**src/hdl/debug_unit_defines.vh**
```
`ifndef DEBUG_UNIT_DEFINES_VH
`define DEBUG_UNIT_DEFINES_VH
// register byte offsets
`define DEBUG_UNIT_CTRL_OFS 8'h00
`define DEBUG_UNIT_MODE_OFS 8'h04
`define DEBUG_UNIT_STAT_OFS 8'h14
`define RECEIVE_HOLDING_REGISTER_OFS 8'h18
`define DEBUG_UNIT_THR_OFS 8'h1c
`define DEBUG_UNIT_BAUD_OFS 8'h20
`define DEBUG_UNIT_EMU_OFS 8'h48
// control bits
`define UART_CONTROL_REGISTER_RST_RX 2
`define UART_CONTROL_REGISTER_RX_EN 4
`define UART_CONTROL_REGISTER_RX_DIS 5
`define UART_CONTROL_REGISTER_RST_TX 3
`define UART_CONTROL_REGISTER_TX_EN 6
`define UART_CONTROL_REGISTER_TX_DIS 7
`define UART_CONTROL_REGISTER_STA_CLR 8
// mode fields
`define UART_MODE_REGISTER_PAR_LSB 9
`define UART_MODE_REGISTER_PAR_MSB 11
`define UART_MODE_REGISTER_CHM_LSB 14
`define UART_MODE_REGISTER_CHM_MSB 15
// parity codes
`define DEBUG_UNIT_PAR_EVEN 3'h0
`define DEBUG_UNIT_PAR_ODD 3'h1
`define DEBUG_UNIT_PAR_SPACE 3'h2
`define DEBUG_UNIT_PAR_MARK 3'h3
// channel modes
`define DEBUG_UNIT_CHM_NORMAL 2'h0
`define DEBUG_UNIT_CHM_ECHO 2'h1
`define DEBUG_UNIT_CHM_LOCAL 2'h2
`define DEBUG_UNIT_CHM_REMOTE 2'h3
// status bits
`define UART_STATUS_REGISTER_RECEIVE_READY_FLAG 0
`define UART_STATUS_REGISTER_TXRDY 1
`define UART_STATUS_REGISTER_OVR 5
`define UART_STATUS_REGISTER_FRM 6
`define UART_STATUS_REGISTER_PAR 7
`define UART_STATUS_REGISTER_TXEMPTY 9
`define UART_STATUS_REGISTER_DCC_RD 30
`define UART_STATUS_REGISTER_DCC_WR 31
// timing, in sampling ticks
`define DEBUG_UNIT_OVERSAMPLE 16
`define DEBUG_UNIT_START_MIN 7
`define DEBUG_UNIT_FIRST_SAMPLE 24
`define DEBUG_UNIT_BIT_TICKS 16
`endif

```
**src/hdl/debug_unit_sync2.v**
```verilog
`timescale 1ns/1ps
// two-flop level synchroniser; first stage read only by the second
module debug_unit_sync2 #(
  parameter W = 1,
  parameter [W-1:0] INIT = {W{1'b0}}
) (
  pclk,
  presetn,
  d,
  q
);
  input wire pclk;
  input wire presetn;
  input wire [W-1:0] d;
  output reg [W-1:0] q;
  reg [W-1:0] meta_ff;

  // resets to the idle level of the line
  always @(posedge pclk or negedge presetn) begin
    if (!presetn) begin
      meta_ff <= INIT;
      q <= INIT;
    end else begin
      meta_ff <= d;
      q <= meta_ff;
    end
  end
endmodule // debug_unit_sync2

```
**src/hdl/debug_unit_uart.v**
```verilog
// Behaviour
// baud clock is master clock over sixteen times divisor, shared by rx and tx
// divisor zero stops baud clock, whole uart inactive
// divisor field is 16 bits, rates from clk/16 down to clk/(16*65535)
// async only, 8-bit chars, optional parity, no clock pin, no timeout
// receiver and transmitter independent, common baud generator
// receiver disabled at reset; enable command starts start-bit search
// disable stops at once when idle, else after the stop bit
// receiver reset aborts reception, drops partial char, disables
// start accepted after line low more than 7 sampling ticks
// first sample 24 ticks after falling edge, then every 16
// full char goes to holding register and sets receive ready
// reading holding register clears receive ready
// char completing with receive ready set raises overrun
// overrun cleared only by status clear command
// parity checked per type; mismatch sets parity error with ready
// parity error sticky until status clear command
// parity types even, odd, mark, space for tx and rx
// normal, echo, local loopback and remote loopback modes
// transfer-channel requests for receiver and transmitter
// debug channel full flags visible in status, raise interrupt
// software can force emulator test reset to block access
// stop bit zero sets stop-bit error with ready, sticky
// tx sends start, 8 data lsb first, optional parity, stop
// local loopback feeds tx to rx, line high; remote ties rx to tx
// echo repeats rx pin on tx pin, transmitter still runs
// stop sampled 16 ticks after last bit, then start search
// sampling tick from counter reloaded with divisor on expiry
`timescale 1ns/1ps
`include "debug_unit_defines.vh"
module debug_unit_uart #(
  parameter DIV_W = 16
) (
  pclk,
  presetn,
  psel,
  penable,
  pwrite,
  paddr,
  pwdata,
  prdata,
  pready,
  pslverr,
  serial_receive_in,
  serial_transmit_out,
  debug_channel_read_full,
  debug_channel_write_full,
  rx_transfer_req,
  tx_transfer_req,
  debug_unit_irq,
  emulator_block_bit
);
  input wire pclk;
  input wire presetn;
  input wire psel;
  input wire penable;
  input wire pwrite;
  input wire [7:0] paddr;
  input wire [31:0] pwdata;
  output reg [31:0] prdata;
  output reg pready;
  output reg pslverr;
  input wire serial_receive_in;
  output reg serial_transmit_out;
  input wire debug_channel_read_full;
  input wire debug_channel_write_full;
  output reg rx_transfer_req;
  output reg tx_transfer_req;
  output reg debug_unit_irq;
  output reg emulator_block_bit;

  localparam RX_IDLE = 2'h0;
  localparam RX_START = 2'h1;
  localparam RX_DATA = 2'h2;
  localparam RX_OFF = 2'h3;
  localparam [4:0] T_FIRST = `DEBUG_UNIT_FIRST_SAMPLE;
  localparam [4:0] T_BIT = `DEBUG_UNIT_BIT_TICKS;
  localparam [3:0] T_START = `DEBUG_UNIT_START_MIN;

  // synchronised pins
  wire rxd_s;
  wire [1:0] dcc_s;
  debug_unit_sync2 #(.W(1), .INIT(1'b1)) u_rx_sync (
    .pclk(pclk), .presetn(presetn), .d(serial_receive_in), .q(rxd_s));
  debug_unit_sync2 #(.W(2), .INIT(2'h0)) u_dcc_sync (
    .pclk(pclk), .presetn(presetn),
    .d({debug_channel_write_full, debug_channel_read_full}), .q(dcc_s));

  reg [DIV_W-1:0] baud_divisor_ff;
  reg [2:0] par_ff;
  reg [1:0] chm_ff;
  reg [DIV_W-1:0] div_cnt_ff;
  reg tick_ff;
  reg [1:0] rx_st_ff;
  reg rx_en_ff;
  reg rx_dis_pend_ff;
  reg [4:0] rx_cnt_ff;
  reg [3:0] rx_bit_ff;
  reg [8:0] rx_sh_ff;
  reg [7:0] rhr_ff;
  reg rdy_ff, ovr_ff, parity_error_flag_ff, frm_ff;
  reg tx_en_ff, tx_dis_pend_ff, thr_full_ff, tx_busy_ff;
  reg [7:0] thr_ff;
  reg [10:0] tx_sh_ff;
  reg [3:0] tx_bits_ff;
  reg [3:0] tx_tick_ff;
  reg tx_line_ff;

  wire wr_acc = psel & penable & pwrite;
  wire rd_acc = psel & penable & ~pwrite;
  wire cr_wr = wr_acc & (paddr == `DEBUG_UNIT_CTRL_OFS);
  wire rhr_rd = rd_acc & (paddr == `RECEIVE_HOLDING_REGISTER_OFS);
  wire thr_wr = wr_acc & (paddr == `DEBUG_UNIT_THR_OFS);
  wire uart_on = (baud_divisor_ff != {DIV_W{1'b0}});
  wire par_on = ~par_ff[2]; // codes 4..7 mean no parity
  wire [3:0] n_bits = par_on ? 4'h9 : 4'h8;

  // parity of a byte for the selected type
  function par_of;
    input [7:0] d;
    input [2:0] t;
    begin
      case (t)
        `DEBUG_UNIT_PAR_EVEN: par_of = ^d;
        `DEBUG_UNIT_PAR_ODD: par_of = ~(^d);
        `DEBUG_UNIT_PAR_SPACE: par_of = 1'b0;
        `DEBUG_UNIT_PAR_MARK: par_of = 1'b1;
        default: par_of = 1'b0;
      endcase
    end
  endfunction

  // receiver input per channel mode; remote loopback disables the receiver
  wire rx_in = (chm_ff == `DEBUG_UNIT_CHM_LOCAL) ? tx_line_ff : rxd_s;
  wire rx_live = uart_on & (chm_ff != `DEBUG_UNIT_CHM_REMOTE);

  // apb answers in the access cycle, no wait states
  always @(posedge pclk or negedge presetn) begin
    if (!presetn) begin
      pready <= 1'b0;
      pslverr <= 1'b0;
      prdata <= 32'h0000_0000;
    end else begin
      pready <= psel & ~penable;
      pslverr <= 1'b0;
      prdata <= 32'h0000_0000;
      if (psel & ~penable & ~pwrite) begin
        case (paddr)
          `DEBUG_UNIT_MODE_OFS: prdata <= {16'h0000, chm_ff, 2'h0, par_ff, 9'h000};
          `DEBUG_UNIT_STAT_OFS: prdata <= {dcc_s[1], dcc_s[0], 20'h00000,
            ~thr_full_ff & ~tx_busy_ff & tx_en_ff, 1'b0, parity_error_flag_ff, frm_ff, ovr_ff,
            3'h0, ~thr_full_ff & tx_en_ff, rdy_ff};
          `RECEIVE_HOLDING_REGISTER_OFS: prdata <= {24'h000000, rhr_ff};
          `DEBUG_UNIT_BAUD_OFS: prdata <= {{(32-DIV_W){1'b0}}, baud_divisor_ff};
          `DEBUG_UNIT_EMU_OFS: prdata <= {31'h0000_0000, emulator_block_bit};
          default: prdata <= 32'h0000_0000;
        endcase
      end
    end
  end
  // unmapped reads give zero; apb pready is low in setup, so accesses pair

  // configuration registers
  always @(posedge pclk or negedge presetn) begin
    if (!presetn) begin
      baud_divisor_ff <= {DIV_W{1'b0}};
      par_ff <= 3'h0;
      chm_ff <= 2'h0;
      emulator_block_bit <= 1'b0;
    end else if (wr_acc) begin
      if (paddr == `DEBUG_UNIT_BAUD_OFS) baud_divisor_ff <= pwdata[DIV_W-1:0];
      if (paddr == `DEBUG_UNIT_MODE_OFS) begin
        par_ff <= pwdata[`UART_MODE_REGISTER_PAR_MSB:`UART_MODE_REGISTER_PAR_LSB];
        chm_ff <= pwdata[`UART_MODE_REGISTER_CHM_MSB:`UART_MODE_REGISTER_CHM_LSB];
      end
      if (paddr == `DEBUG_UNIT_EMU_OFS) emulator_block_bit <= pwdata[0];
    end
  end

  // sampling tick: reload divider with divisor on expiry
  always @(posedge pclk or negedge presetn) begin
    if (!presetn) begin
      div_cnt_ff <= {DIV_W{1'b0}};
      tick_ff <= 1'b0;
    end else if (!uart_on) begin
      div_cnt_ff <= {DIV_W{1'b0}};
      tick_ff <= 1'b0;
    end else if (div_cnt_ff <= {{(DIV_W-1){1'b0}}, 1'b1}) begin
      div_cnt_ff <= baud_divisor_ff;
      tick_ff <= 1'b1;
    end else begin
      div_cnt_ff <= div_cnt_ff - {{(DIV_W-1){1'b0}}, 1'b1};
      tick_ff <= 1'b0;
    end
  end

  // receiver state machine; tick is shared with the transmitter
  wire rx_done = tick_ff & (rx_st_ff == RX_DATA) & (rx_cnt_ff == 5'h01)
    & (rx_bit_ff == n_bits); // stop-bit sample
  always @(posedge pclk or negedge presetn) begin
    if (!presetn) begin
      rx_st_ff <= RX_OFF;
      rx_en_ff <= 1'b0;
      rx_dis_pend_ff <= 1'b0;
      rx_cnt_ff <= 5'h00;
      rx_bit_ff <= 4'h0;
      rx_sh_ff <= 9'h000;
    end else if (cr_wr & pwdata[`UART_CONTROL_REGISTER_RST_RX]) begin
      rx_st_ff <= RX_OFF;
      rx_en_ff <= 1'b0;
      rx_dis_pend_ff <= 1'b0;
    end else begin
      if (cr_wr & pwdata[`UART_CONTROL_REGISTER_RX_DIS]) begin
        if (rx_st_ff == RX_DATA) rx_dis_pend_ff <= 1'b1;
        else begin
          rx_en_ff <= 1'b0;
          rx_st_ff <= RX_OFF;
        end
      end else if (cr_wr & pwdata[`UART_CONTROL_REGISTER_RX_EN] & ~rx_en_ff) begin
        rx_en_ff <= 1'b1;
        rx_st_ff <= RX_IDLE;
      end else if (!rx_live) begin
        if (rx_st_ff != RX_OFF) rx_st_ff <= RX_IDLE;
      end else if (tick_ff) begin
        case (rx_st_ff)
          RX_IDLE: begin
            rx_cnt_ff <= 5'h00;
            if (!rx_in) rx_st_ff <= RX_START;
          end
          RX_START: begin
            if (rx_in) rx_st_ff <= RX_IDLE; // glitch ignored
            else if (rx_cnt_ff[3:0] == T_START - 4'h1) begin
              rx_st_ff <= RX_DATA; // low for more than 7 ticks
              rx_cnt_ff <= T_FIRST - 5'h08 - 5'h01;
              rx_bit_ff <= 4'h0;
            end else rx_cnt_ff <= rx_cnt_ff + 5'h01;
          end
          RX_DATA: begin
            if (rx_cnt_ff != 5'h01) rx_cnt_ff <= rx_cnt_ff - 5'h01;
            else begin
              rx_cnt_ff <= T_BIT;
              if (rx_bit_ff != n_bits) begin
                rx_sh_ff[rx_bit_ff] <= rx_in;
                rx_bit_ff <= rx_bit_ff + 4'h1;
              end else begin
                rx_st_ff <= rx_dis_pend_ff ? RX_OFF : RX_IDLE;
                rx_en_ff <= ~rx_dis_pend_ff;
                rx_dis_pend_ff <= 1'b0;
              end
            end
          end
          default: rx_st_ff <= RX_OFF;
        endcase
      end
    end
  end
  // start detect counts on the tick after the low is seen, so total > 7

  // holding register and flags; events win over clears
  always @(posedge pclk or negedge presetn) begin
    if (!presetn) begin
      rhr_ff <= 8'h00;
      rdy_ff <= 1'b0;
      ovr_ff <= 1'b0;
      parity_error_flag_ff <= 1'b0;
      frm_ff <= 1'b0;
    end else begin
      if (rx_done) begin
        rhr_ff <= rx_sh_ff[7:0];
        rdy_ff <= 1'b1;
        if (rdy_ff & ~rhr_rd) ovr_ff <= 1'b1;
        if (par_on & (rx_sh_ff[8] != par_of(rx_sh_ff[7:0], par_ff)))
          parity_error_flag_ff <= 1'b1;
        if (!rx_in) frm_ff <= 1'b1;
      end else if (rhr_rd) rdy_ff <= 1'b0;
      if (cr_wr & pwdata[`UART_CONTROL_REGISTER_STA_CLR] & ~rx_done) begin
        ovr_ff <= 1'b0;
        parity_error_flag_ff <= 1'b0;
        frm_ff <= 1'b0;
      end
    end
  end

  // transmitter: holding register, shift register and bit timer
  always @(posedge pclk or negedge presetn) begin
    if (!presetn) begin
      tx_en_ff <= 1'b0;
      tx_dis_pend_ff <= 1'b0;
      thr_full_ff <= 1'b0;
      thr_ff <= 8'h00;
      tx_busy_ff <= 1'b0;
      tx_sh_ff <= 11'h7ff;
      tx_bits_ff <= 4'h0;
      tx_tick_ff <= 4'h0;
    end else if (cr_wr & pwdata[`UART_CONTROL_REGISTER_RST_TX]) begin
      tx_en_ff <= 1'b0;
      tx_dis_pend_ff <= 1'b0;
      thr_full_ff <= 1'b0;
      tx_busy_ff <= 1'b0;
      tx_sh_ff <= 11'h7ff;
    end else begin
      if (cr_wr & pwdata[`UART_CONTROL_REGISTER_TX_EN]) tx_en_ff <= 1'b1;
      if (cr_wr & pwdata[`UART_CONTROL_REGISTER_TX_DIS]) begin
        if (tx_busy_ff | thr_full_ff) tx_dis_pend_ff <= 1'b1;
        else tx_en_ff <= 1'b0;
      end
      if (thr_wr & tx_en_ff) begin
        thr_ff <= pwdata[7:0];
        thr_full_ff <= 1'b1;
      end
      if (tx_dis_pend_ff & ~tx_busy_ff & ~thr_full_ff) begin
        tx_en_ff <= 1'b0;
        tx_dis_pend_ff <= 1'b0;
      end
      if (!tx_busy_ff & thr_full_ff & uart_on) begin
        // frame: stop, parity, data lsb first, start
        tx_sh_ff <= par_on ? {1'b1, par_of(thr_ff, par_ff), thr_ff, 1'b0}
                           : {2'h3, thr_ff, 1'b0};
        tx_bits_ff <= n_bits + 4'h2;
        tx_tick_ff <= 4'h0;
        tx_busy_ff <= 1'b1;
        if (!(thr_wr & tx_en_ff)) thr_full_ff <= 1'b0;
      end else if (tx_busy_ff & tick_ff) begin
        tx_tick_ff <= tx_tick_ff + 4'h1;
        if (tx_tick_ff == 4'hf) begin
          tx_sh_ff <= {1'b1, tx_sh_ff[10:1]}; // one bit per 16 ticks
          tx_bits_ff <= tx_bits_ff - 4'h1;
          if (tx_bits_ff == 4'h1) tx_busy_ff <= 1'b0;
        end
      end
    end
  end

  // transmitter line, idle high
  always @(posedge pclk or negedge presetn) begin
    if (!presetn) tx_line_ff <= 1'b1;
    else tx_line_ff <= tx_busy_ff ? tx_sh_ff[0] : 1'b1;
  end

  // pin mux per channel mode
  always @(posedge pclk or negedge presetn) begin
    if (!presetn) serial_transmit_out <= 1'b1;
    else begin
      case (chm_ff)
        `DEBUG_UNIT_CHM_NORMAL: serial_transmit_out <= tx_line_ff;
        `DEBUG_UNIT_CHM_ECHO: serial_transmit_out <= rxd_s;
        `DEBUG_UNIT_CHM_LOCAL: serial_transmit_out <= 1'b1;
        `DEBUG_UNIT_CHM_REMOTE: serial_transmit_out <= rxd_s;
        default: serial_transmit_out <= 1'b1;
      endcase
    end
  end

  // transfer requests and interrupt line
  always @(posedge pclk or negedge presetn) begin
    if (!presetn) begin
      rx_transfer_req <= 1'b0;
      tx_transfer_req <= 1'b0;
      debug_unit_irq <= 1'b0;
    end else begin
      rx_transfer_req <= rdy_ff & ~rhr_rd;
      tx_transfer_req <= tx_en_ff & ~thr_full_ff & ~thr_wr;
      debug_unit_irq <= dcc_s[0] | dcc_s[1];
    end
  end
endmodule // debug_unit_uart

```
**config.mk**
```make
export PLATFORM = sky130hd
export DESIGN_NAME = debug_unit_uart
export DESIGN_NICKNAME = d
export VERILOG_FILES = /design/src/hdl/debug_unit_sync2.v /design/src/hdl/debug_unit_uart.v
export VERILOG_INCLUDE_DIRS = /design/src /design/src/hdl
export SDC_FILE = /design/constraint.sdc
export NUM_CORES = 1
export LEC_CHECK = 0
export BUFFER_PORTS_ARGS = -buffer_cell sky130_fd_sc_hd__buf_2
export CAP_MARGIN = 40
export CORE_MARGIN = 4
export CORE_UTILIZATION = 40
export CTS_BUF_LIST = sky130_fd_sc_hd__clkbuf_16
export DETAILED_ROUTE_END_ITERATION = 16
export PLACE_DENSITY = 0.59
export SLEW_MARGIN = 10
export SYNTH_ARGS = -nofsm -noshare
export SYNTH_HDL_FRONTEND = slang
export SYNTH_SLANG_ARGS = --single-unit
export TNS_END_PERCENT = 1
```
**constraint.sdc**
```tcl
create_clock -name pclk -period 5.6 [get_ports pclk]
set_input_delay 0.84 -clock pclk [delete_from_list [all_inputs] [get_ports pclk]]
set_output_delay 0.84 -clock pclk [all_outputs]
set_load 0.05 [all_outputs]
```
==> metrics <==
critical path's slowest cell=and4b_1; Final setup viols=0; io pins=87; CP required=5900 ps; Seq pwr share=41.0%; final core occ=46.3%; CP Cell Sequence=buf_2 -> nor4_1 -> and4b_1 -> nand2_1 -> mux2_1; Tot GR Track Use=17.8%; final hold slack=354 ps; area grow syn2layout=14.3%; WL per Instance=17.1 um; Comb pwr share=20.2%; multiplexer share of the synthesized area=7.23%; CP Class=primary input to flop; Post-CTS Setup Bufs=0; die area=18,900 um2; CP peak stage delay=760 ps; largest family of logic cells by synthesized area=simple AND/OR/NAND/NOR gates; Int Power=0.00183 W; # DRC=0; global-route wire length before repair=25.9 mm; peak supply drop=0.000215 V; RSZ-0062 raised after global routing=false; status=completed; Pre-antenna DRT Iters=5; post-route minimum period=3160 ps; critical path peak fanout=18; Die W=137 um; Switch Pwr=0.000821 W; crit end category=flop; Buf/Inv on CP=1; Routed Antenna Nets=0; Hold Path Depth=0; top cell type's share of synthesized area=43.7%; Tightest Pin Transition=886 ps; clk_skew=6.28 ps; Resized Gates After CTS=0; Post-Synth XOR/XNOR Area=4.18%; Worst Hold Class=flop to flop; clock latency on the worst-skew pair=420 ps; H-tree depth=4; Mapped Cells=650; CP arrival=3460 ps; LEAKAGE=3.61 nW; Antenna diodes=0; CTS max path bufs=2; area leader, netlist=dfrtp_1; Power Density=346 nW/um2; top cells by area, synth=dfrtp_1 44%, dfstp_2 6.3%, mux2_2 4.9%; drt first-iter violations=317; register bit count reported by yosys=133; most common cell after layout, fill and taps aside=dfrtp_1; vias in the first global route=4,917; initial antenna violation count=0; Main synth FF type=dfrtp_1; Clock Root Buffer=clkbuf_16; Slew headroom=40.3%; Post-synth EDFFs=0; Final Hold Violating Endpoints=0; clock network power share=38.8%; Startpoint Class=primary input; Setup TNS=0 ps; grt ovf=0; total wire length=16.0 mm; Worst Slack Setup Final=2440 ps; port buffer count=55; Die Span Y=137 um; Yosys cell types=66; Fmax=0.316 GHz; core area=16,500 um2; Seq/Total Area, Yosys=50.0%; Slew Limit Fails=0; CP delay by family, top=simple AND/OR/NAND/NOR gates; Vias=4,957; initial core utilization=40.5%; CTS tree=built; Num CTS Buffers=17; area share of fa/ha/maj cells after synthesis=3.36%; CTS Hold Buffers Added=0; Via density=5.31; Net Sw Frac=31.0%; Ys Warns=0; pin count of the biggest net entering global routing=74; clk slew on worst S/H paths=60 ps; layout net count=766; clk sinks=133; routability cong.=0.794; Post-Syn Area per Cell=10.3 um2; row count=47; maxcap violations=0; HPWL Detailed=11.5 mm; simple-gate share of the synthesized area=19.2%; ys async rst share=100%; complex-gate fraction of the synthesized area=11.8%; stages on the worst setup path=5; Post-Syn Area=6700 um2; r2r worst-path depth=6; fraction of layout cells with a size suffix above 1=20.3%; fin crit share=56.5%; most frequent cells in the layout=117 x dfrtp_1, 84 x nand2_1, 54 x buf_2, 53 x nor2_1, 29 x mux2_2; setup slack at placement=2030 ps
[power groups by stage]
stage          registers, W  logic [W]  clock network (W)
2_1_floorplan       0.00108   0.000415                  0
3_3_place_gp        0.00110   0.000548                  0
3_5_place_dp        0.00110   0.000530                  0
4_1_cts             0.00108   0.000535            0.00104
5_1_grt             0.00109   0.000602            0.00109
6_report            0.00108   0.000535            0.00103
[worst paths after layout]
kind	endpoint	slack, ps	from
max in group asynchronous	rx_cnt_ff[4]	3890	presetn
min in group asynchronous	prdata[13]	430	presetn
setup / recovery	baud_divisor_ff[10]	2440	paddr[1]
hold reg to reg	u_dcc_sync.q[0]	350	u_dcc_sync.meta_ff[0]
hold / removal	u_dcc_sync.q[0]	350	u_dcc_sync.meta_ff[0]
setup reg to reg	tx_sh_ff[9]	2650	baud_divisor_ff[11]
[logic make-up after synthesis]
| group | after synthesis |
|---|---|
| AO/OA/AOI/OAI | 113 |
| XOR/XNOR | 32 |
| adder cells (fa/ha/maj) | 18 |
| buffers and inverters | 57 |
| flip-flops | 133 |
| multiplexers | 43 |
| other | 1 |
| AND/OR/NAND/NOR | 253 |
[flip-flops by register name (all words and copies together), names as in the netlist, 5 cells and up]
name	cells
prdata	18
baud_divisor_ff	16
div_cnt_ff	16
tx_sh_ff	10
rx_sh_ff	9
rhr_ff	8
thr_ff	8
rx_cnt_ff	5
[cells in the mapped netlist (3+ instances only)]
cell type and count:
a211oi_1 16, a21oi_1 19, a222oi_1 5, a22oi_1 8, a31oi_1 8, a32o_1 5
and2_1 5, and3_1 16, buf_2 10, buf_4 15, clkbuf_1 15, dfrtp_1 117
dfstp_2 16, ha_1 18, inv_1 16, mux2_1 10, mux2_2 29, mux2i_1 3
nand2_1 84, nand2b_1 10, nand3_1 17, nand3b_1 3, nand4_1 4, nor2_1 53
nor2b_1 13, nor3_1 16, nor3b_1 3, nor4_1 9, o21ai_0 28, or3_1 3
xnor2_1 23, xor2_1 9
[worst reg2reg max path, stage by stage (launching register included)]
cell     delay [ps]
dfrtp_1         410
nor4_1          570
and4_1          770
or3b_1          650
nand2_1         180
nor3_1          230
a21oi_1          70
[cell type report]
type,instances,area (um2)
clock inverters,15,115
well taps,220,275
repair buffers,58,312
flip-flops and latches,133,3350
multi-input cells,474,3120
clock buffers,17,425
fillers,1514,8870
inverters,16,60.1
[per-layer routing]
layer	vias up	GRT usage, %	part of all wire, %
li1	2370	-	-
met1	2466	24.1	45
met2	100	28.7	49
met3	21	3.65	4.3
met4	0	5.99	1.7
met5	-	0	0
[metrics by stage]
| stage | cells | power (W) | cell area (um2) |
|---|---|---|---|
| floorplan | 664 | 0.00150 | 6750 |
| global placement | 899 | 0.00165 | 7090 |
| detailed placement | 901 | 0.00163 | 7110 |
| CTS | 933 | 0.00266 | 7650 |
| global route | 933 | 0.00278 | 7650 |
| finish | 933 | 0.00265 | 7650 |
Note: power is estimated with default switching activity, not from simulation.
